--- src/stg_params.svh ---
// constants of the square wave tone generator: offsets, fields, resets
// assumes an 8-bit register port and a single 10 MHz clock
`ifndef STG_PARAMS_SVH
`define STG_PARAMS_SVH

// register port
`define STG_ADDR_W              8
`define STG_DATA_W              8
`define STG_OFF_TONE_CONTROL    8'hf8
`define STG_OFF_PIN_FUNC_SELECT 8'hf9
`define STG_OFF_TONE_STATUS     8'hfa

// tone_control fields
`define STG_PERIOD_MSB          5
`define STG_PERIOD_LSB          0
`define STG_PRESCALE_MSB        7
`define STG_PRESCALE_LSB        6

// pin_function_select field that routes the tone to the shared pin
`define STG_PIN_TONE_BIT        2

// tone_status fields
`define STG_STAT_LEVEL_BIT      0
`define STG_STAT_COUNT_LSB      1
`define STG_STAT_COUNT_MSB      6

// reset values
`define STG_RST_TONE_CONTROL    8'h00
`define STG_RST_PIN_FUNC_SELECT 8'h00

// timing: clock rate and the smallest prescaler ratio, as a power of two
`define STG_CLK_HZ              10000000
`define STG_PRESCALE_BASE_LOG2  3
`define STG_PRESCALE_CNT_W      6

`endif

--- src/stg_pkg.sv ---
// types shared by the square wave tone generator files
// assumes the constants header is included by the modules that need it
package stg_pkg;

    // prescale select codes; each step doubles the divide ratio
    typedef enum logic [1:0] {
        STG_DIV_8  = 2'h0,
        STG_DIV_16 = 2'h1,
        STG_DIV_32 = 2'h2,
        STG_DIV_64 = 2'h3
    } stg_prescale_e;

    // six-bit period and counter value
    typedef logic [5:0] stg_period_t;

endpackage

--- src/stg_prescaler.sv ---
// prescaler of the tone generator: one-cycle tick every 8, 16, 32 or 64 clocks
// assumes clear and select come from logic on the same clock
`timescale 1ns/1ps
`default_nettype none
`include "stg_params.svh"

module stg_prescaler
    import stg_pkg::*;
#(
    parameter int CNT_W = `STG_PRESCALE_CNT_W
) (
    // clock and reset
    input  wire logic          clk,
    input  wire logic          rst_n,
    // control
    input  wire stg_prescale_e prescale_select,
    input  wire logic          clear,
    // output
    output logic               tick
);

    logic [CNT_W-1:0] div_cnt;
    logic [CNT_W-1:0] next_div_cnt;
    logic [CNT_W-1:0] last_cnt;

    // terminal count is ratio minus one, ratio being 8 shifted by the code
    always_comb begin
        last_cnt = CNT_W'(((CNT_W+1)'(1) << (`STG_PRESCALE_BASE_LOG2 // RL10
                   + int'(prescale_select))) - (CNT_W+1)'(1));
        tick = (div_cnt == last_cnt) && !clear; // RL6
        next_div_cnt = div_cnt + CNT_W'(1);
        if (clear || tick) begin
            next_div_cnt = '0; // RL7
        end
    end

    // divider register
    always_ff @(posedge clk or negedge rst_n) begin
        if (!rst_n) begin
            div_cnt <= '0;
        end else begin
            div_cnt <= next_div_cnt;
        end
    end

endmodule
`default_nettype wire

--- src/stg_tone_gen.sv ---
// square wave tone generator: registers, period counter, pin routing
// assumes a single-cycle register port on clk and port logic on clk
//
// Functional notes
// RL1 - six-bit counter, period register, prescale selector
// RL2 - fifty percent duty square wave output
// RL3 - pin carries tone only when select bit2
// RL4 - control bits five to zero hold period
// RL5 - frequency is clock over two, ratio, period+1
// RL6 - control bits seven, six pick prescale ratio
// RL7 - control write clears counter, restarts from zero
// RL8 - counter rises from zero to period value
// RL9 - prescale codes give ratios 8,16,32,64
// RL10 - period 3f with code 11 gives slowest tone
// RL11 - match toggles output and restarts counter
`timescale 1ns/1ps
`default_nettype none
`include "stg_params.svh"

module stg_tone_gen
    import stg_pkg::*;
#(
    parameter int ADDR_W = `STG_ADDR_W,
    parameter int DATA_W = `STG_DATA_W
) (
    // clock and asynchronous active-low reset
    input  wire logic              clk,
    input  wire logic              rstn,
    // register port
    input  wire logic [ADDR_W-1:0] reg_addr,
    input  wire logic [DATA_W-1:0] reg_wdata,
    input  wire logic              reg_write,
    input  wire logic              reg_read,
    output logic      [DATA_W-1:0] reg_rdata,
    // ordinary port function of the shared pin
    input  wire logic              port_data,
    input  wire logic              port_oe_n,
    // shared port pin
    output logic                   shared_port_pin_o,
    output logic                   shared_port_pin_oe_n,
    // raw tone level
    output logic                   tone_out_pin
);

    // reset release: asserted at once, released through two flops
    // a release close to an edge cannot split the flops across it
    logic rst_meta;
    logic rst_n;

    always_ff @(posedge clk or negedge rstn) begin
        if (!rstn) begin
            rst_meta <= 1'b0;
            rst_n    <= 1'b0;
        end else begin
            rst_meta <= 1'b1;
            rst_n    <= rst_meta;
        end
    end

    // address decode, shared by the write and the read path
    // exact match only, so no register aliases over unused address bits
    function automatic logic addr_hit(input logic [ADDR_W-1:0] addr,
                                      input logic [ADDR_W-1:0] offset);
        addr_hit = (addr == offset);
    endfunction

    logic wr_control;
    logic wr_pin_func;

    // write strobes per register
    assign wr_control  = reg_write
                         && addr_hit(reg_addr, ADDR_W'(`STG_OFF_TONE_CONTROL));
    assign wr_pin_func = reg_write
                         && addr_hit(reg_addr,
                                     ADDR_W'(`STG_OFF_PIN_FUNC_SELECT));

    // software registers
    // plain storage; nothing in hardware writes them
    logic [DATA_W-1:0] tone_control;
    logic [DATA_W-1:0] next_tone_control;
    logic [DATA_W-1:0] pin_function_select;
    logic [DATA_W-1:0] next_pin_function_select;

    // register writes; all bits of both registers are kept and read back
    always_comb begin
        next_tone_control        = tone_control;
        next_pin_function_select = pin_function_select;
        if (wr_control) begin
            next_tone_control = reg_wdata;
        end
        if (wr_pin_func) begin
            next_pin_function_select = reg_wdata;
        end
    end

    // software register storage
    always_ff @(posedge clk or negedge rst_n) begin
        if (!rst_n) begin
            tone_control        <= `STG_RST_TONE_CONTROL;
            pin_function_select <= `STG_RST_PIN_FUNC_SELECT;
        end else begin
            tone_control        <= next_tone_control;
            pin_function_select <= next_pin_function_select;
        end
    end

    // field extraction
    // fields are wires into the stored bytes, no extra state
    stg_period_t   period_value;
    stg_prescale_e prescale_select;
    logic          tone_routed;

    assign period_value    =
        tone_control[`STG_PERIOD_MSB:`STG_PERIOD_LSB]; // RL4
    assign prescale_select = stg_prescale_e'(
        tone_control[`STG_PRESCALE_MSB:`STG_PRESCALE_LSB]);
    assign tone_routed     = pin_function_select[`STG_PIN_TONE_BIT];

    // prescaler: the fields already hold the new value one edge after a
    // write, and the divider is cleared by the same write, so the first
    // tick after a write comes a full ratio later under the new setting
    logic pre_tick;

    stg_prescaler #(
        .CNT_W           (`STG_PRESCALE_CNT_W)
    ) u_prescaler (
        .clk             (clk),
        .rst_n           (rst_n),
        .prescale_select (prescale_select), // RL9
        .clear           (wr_control),      // RL7
        .tick            (pre_tick)
    );

    // period counter and output toggle
    // half period = ratio * (period_value + 1) clocks, so the tone is
    // clk / (2 * ratio * (period_value + 1)) with equal high and low
    stg_period_t tone_count;
    stg_period_t next_tone_count;
    logic        tone_level;
    logic        next_tone_level;
    logic        period_match;

    // match against the live period value; a period lowered below the
    // count cannot strand the counter because writes clear it too
    assign period_match = (tone_count == period_value); // RL8

    always_comb begin
        next_tone_count = tone_count;
        next_tone_level = tone_level;
        if (wr_control) begin
            // restart from a known phase: counter and level both cleared
            next_tone_count = '0; // RL7
            next_tone_level = 1'b0;
        end else if (pre_tick) begin
            if (period_match) begin
                next_tone_count = '0;          // RL11
                next_tone_level = ~tone_level; // RL2
            end else begin
                next_tone_count = tone_count + stg_period_t'(1); // RL1
            end
        end
    end

    // counter and level storage
    always_ff @(posedge clk or negedge rst_n) begin
        if (!rst_n) begin
            tone_count <= '0;
            tone_level <= 1'b0;
        end else begin
            tone_count <= next_tone_count; // RL5
            tone_level <= next_tone_level;
        end
    end

    // slowest tone (code 11, period 3f) needs no wider counter: 6 bits
    // of period and 6 bits of prescale cover the whole range    // RL10

    assign tone_out_pin = tone_level;

    // shared pin routing: registered so the pin never glitches when the
    // select bit flips; costs one clock of latency on both functions
    logic next_pin_o;
    logic next_pin_oe_n;

    always_comb begin
        if (tone_routed) begin
            next_pin_o    = tone_level; // RL3
            next_pin_oe_n = 1'b0;
        end else begin
            next_pin_o    = port_data;
            next_pin_oe_n = port_oe_n;
        end
    end

    // pin drivers; released (not driven) during reset
    always_ff @(posedge clk or negedge rst_n) begin
        if (!rst_n) begin
            shared_port_pin_o    <= 1'b0;
            shared_port_pin_oe_n <= 1'b1;
        end else begin
            shared_port_pin_o    <= next_pin_o;
            shared_port_pin_oe_n <= next_pin_oe_n;
        end
    end

    // read path: data stand in the cycle after the strobe only
    // reads have no side effects, so software may poll status freely
    logic [DATA_W-1:0] read_mux;
    logic [DATA_W-1:0] next_rdata;
    logic [DATA_W-1:0] status_word;

    // live status: tone level and counter value, upper bit reads zero
    always_comb begin
        status_word = '0;
        status_word[`STG_STAT_LEVEL_BIT] = tone_level;
        status_word[`STG_STAT_COUNT_MSB:`STG_STAT_COUNT_LSB] = tone_count;
    end

    // unmapped addresses read as zero
    always_comb begin
        read_mux = '0;
        if (addr_hit(reg_addr, ADDR_W'(`STG_OFF_TONE_CONTROL))) begin
            read_mux = tone_control;
        end else if (addr_hit(reg_addr,
                              ADDR_W'(`STG_OFF_PIN_FUNC_SELECT))) begin
            read_mux = pin_function_select;
        end else if (addr_hit(reg_addr,
                              ADDR_W'(`STG_OFF_TONE_STATUS))) begin
            read_mux = status_word;
        end
        next_rdata = reg_read ? read_mux : '0;
    end

    // read data register; zero outside the answer cycle
    always_ff @(posedge clk or negedge rst_n) begin
        if (!rst_n) begin
            reg_rdata <= '0;
        end else begin
            reg_rdata <= next_rdata;
        end
    end

endmodule
`default_nettype wire
--- config.mk ---
export PLATFORM = sky130hd
export DESIGN_NAME = stg_tone_gen
export DESIGN_NICKNAME = d
export VERILOG_FILES = /design/src/stg_pkg.sv /design/src/stg_prescaler.sv /design/src/stg_tone_gen.sv
export VERILOG_INCLUDE_DIRS = /design/src /design/src/src
export SDC_FILE = /design/constraint.sdc
export NUM_CORES = 1
export LEC_CHECK = 0
export BUFFER_PORTS_ARGS = -buffer_cell sky130_fd_sc_hd__buf_2
export CAP_MARGIN = 20
export CORE_MARGIN = 2
export CORE_UTILIZATION = 53
export CTS_CLUSTER_SIZE = 24
export DETAILED_ROUTE_END_ITERATION = 10
export PLACE_DENSITY = 0.75
export SYNTH_ARGS = -nofsm -noshare
export SYNTH_HDL_FRONTEND = slang
export SYNTH_SLANG_ARGS = --single-unit
--- constraint.sdc ---
create_clock -name clk -period 3.2 [get_ports clk]
set_input_delay 0.48 -clock clk [delete_from_list [all_inputs] [get_ports clk]]
set_output_delay 0.48 -clock clk [all_outputs]
set_load 0.05 [all_outputs]
==> reports/results.ini <==
[outcome]
outcome = finished clean

[final_layout]
layout.nets = 252
nFillCells = 316
drive_gt1_frac = 0.254
synthToLayoutAreaGrowth_pct = 16.8
num_antenna_cells = 0

[worst_setup_path]
slowest_stage = nand4bb_1
start_kind = input pin
rr_endpoint = tone_out_pin
path_delay_family = simple AND/OR/NAND/NOR gates
worstPathCellList = buf_2 > nand4b_1 > nor2_1 > nand4bb_1 > o311ai_0 > o21ai_0
r2r_setup_slack_ns = 1.38
timing.rr.start = tone_count[0]
worstRegToRegCells = 5
worst_ep_required_time_ns = 3.35
worstPathArrival_ns = 1.99
worstSetupPathType = input pin to flop
crit_fanout = 14
critPathBufInv = 1
crit_path_end_kind = flop
critical-path-max-stage-delay_ns = 0.55

[power]
cellLeakagePower_uw = 0.00114
seqPwrFrac = 0.474
comb_power_share = 0.220
cellPowerDensity_nw_per_um2 = 592
ir_drop_uv = 405
clockPowerShare = 0.306
sw_frac_of_total = 0.306
power_switching_uw = 421
intPower_uw = 956
p_total_uw = 1380

[global_route]
grt_util_met1 = 0.288
gr-usage-met3 = 0.0582
antenna_found_initial = 0
grt_use_total = 0.217
grt-ovfl-total = 0
use_met2 = 0.334
first_global_vias = 1511
grt_pass1_wl_um = 6980
busiest_layer = met2
grt_max_degree = 22

[routing]
viasPerCell = 5.53
drt_iter0_drc = 85
antenna_left = 0
dr.pass1.iters = 4
wl_per_cell_um = 14.7
wl_um = 4070
vias = 1526
drc_errors = 0

[clocking]
cts_tree = yes
clock-sinks = 41
clock_latency_ns = 0.29
cts_buffer_depth = 2
h-tree-depth = 2
post_cts_buffers = 0
clockRootBuffer = clkbuf_8
hold_buffers = 1
cts_resized = 0
clk_pin_slew_worst_paths_ns = 0.08
cts_buffers = 5

[floorplanning]
fp.coreArea_sq_um = 3630
die_h_um = 65.3
dieArea_sq_um = 4260
rows = 22
die_w_um = 65.3
ios = 33
initial_core_util = 0.548

[timing]
setup-tns-final_ns = 0
fmax_mhz = 543
rsz0062_at_grt = no
fin_worst_skew_ns = 0.00633
finalMaxSlewViolations = 0
hold_viol_final = 0
finalSetupViolCount = 0
worst_pin_slew_ns = 0.723
period_share = 0.575
slew-limit-headroom = 0.518
period_minus_slack_ns = 1.84

[logic_synthesis]
synthFlopType = dfrtp_1
ys_ff_latch = 41
synth.area.top_cells = dfrtp_1 50%, nand2_1 6.0%, mux2_2 5.1%, xor2_1 3.5%, a2111oi_0 3.1%
netlist_area_sq_um = 1990
post-synth-top-area-fraction = 0.503
yosysMostFrequentCell = dfrtp_1
netlist_instances = 190
yosysTopAreaCell = dfrtp_1
avgSynthCellArea_sq_um = 10.5
ys_top_cells_by_count = 40 x dfrtp_1, 32 x nand2_1, 13 x nor2_1, 9 x mux2_2
ys_seq_area_frac = 0.516
synth_warnings = 0
synth_edf_count = 0
yosysUniqueCellTypes = 43
ys_async_sr_fraction = 1.00

[job]
cap_viol_max_count = 0

[placed_design]
hpwlAfterDp_um = 2890
gp_congestion = 0.787
io_buffers = 32

[worst_hold_path]
hold_path_class = flop to async pin

==> cell families after synthesis <==
logic type,count (synthesis),synth area share
simple gates,88,0.239
flops,41,0.516
compound gates,27,0.0987
xor+xnor,12,0.0528
mux,10,0.0559
buf+inv,8,0.0170
fa+ha+maj,3,0.0189
other cells,1,0.00188
==> through the flow <==
step | std cells | area (sq um) | hold slack, ns | utilization | worst slack [ns]
6_report | 276 | 2330 | 0.296 | 0.640 | 1.36
5_1_grt | 276 | 2330 | 0.371 | 0.640 | 1.19
4_1_cts | 276 | 2330 | 0.324 | 0.640 | 1.35
3_5_place_dp | 267 | 2200 | 0.269 | 0.605 | 1.06
3_3_place_gp | 267 | 2200 | 0.266 | 0.605 | 1.18
2_1_floorplan | 192 | 2000 | 0.184 | - | 1.54
==> flip-flops by register name, summed over array words and instances (netlist names) <==
register / cells
pin_function_select: 8
reg_rdata: 8
tone_control: 8
tone_count: 6
u_prescaler.div_cnt: 6
rst_meta: 1
rst_n: 1
shared_port_pin_o: 1
shared_port_pin_oe_n: 1
tone_out_pin: 1
==> layout by cell type (no fill, tap or decap), drive strengths merged, types with 2 or more instances in the layout <==
cell type	count
nor3b	2
nand4	2
a21oi	4
clkbuf	7
nand4b	2
xnor2	4
ha	3
inv	2
or3	2
a2111oi	7
or2b	2
dfrtp	40
o31ai	2
buf	33
a211oi	2
mux2	9
nand2	33
nand2b	6
xor2	8
nor2b	8
o21ai	4
o311ai	2
nor2	13
o22ai	2
nor3	6
nand3	5
conb	3
==> area by class of cell <==
cell class | count | area, sq um | share of cell area
flip-flops and latches | 41 | 1030 | 0.442
clock buffers | 7 | 86.3 | 0.0371
multi-input cells | 143 | 937 | 0.403
clock inverters | 1 | 30.0 | 0.0129
repair buffers | 34 | 178 | 0.0764
inverters | 2 | 7.51 | 0.00323
well taps | 48 | 60.1 | 0.0258
==> how the worst max path moves through the flow <==
| stage | to | slack (ns) | start | depth (start not counted) |
|---|---|---|---|---|
| global route | tone_count[2] | 1.19 | reg_addr[2] | 6 |
| CTS | tone_count[3] | 1.35 | reg_addr[2] | 6 |
| detailed placement | tone_count[3] | 1.06 | reg_addr[2] | 6 |
| global placement | tone_count[2] | 1.18 | reg_addr[2] | 6 |
| floorplan | tone_out_pin | 1.54 | tone_count[0] | 5 |
| finish | tone_count[3] | 1.36 | reg_addr[2] | 6 |
==> worst register-to-register path, cell delays in order, from the launching register on <==
cell	delay, ns
dfrtp_1	0.46
xor2_1	0.22
nor4_4	0.35
nand2_2	0.15
or4_4	0.43
a21oi_2	0.14
==> metal layers <==
metal | vias to the layer above | routed length, um
li1 | 746 | -
met1 | 731 | 1820
met2 | 42 | 1940
met3 | 7 | 225
met4 | 0 | 81
met5 | - | 0
==> power by group through the flow <==
stage / Clock [uW] / Combinational [uW] / Sequential, uW
global route: 457 / 347 / 663
global placement: 0 / 294 / 661
floorplan: 0 / 203 / 675
finish: 421 / 303 / 653
detailed placement: 0 / 301 / 662
CTS: 432 / 304 / 651
Note: power is estimated with default switching activity, not from simulation.
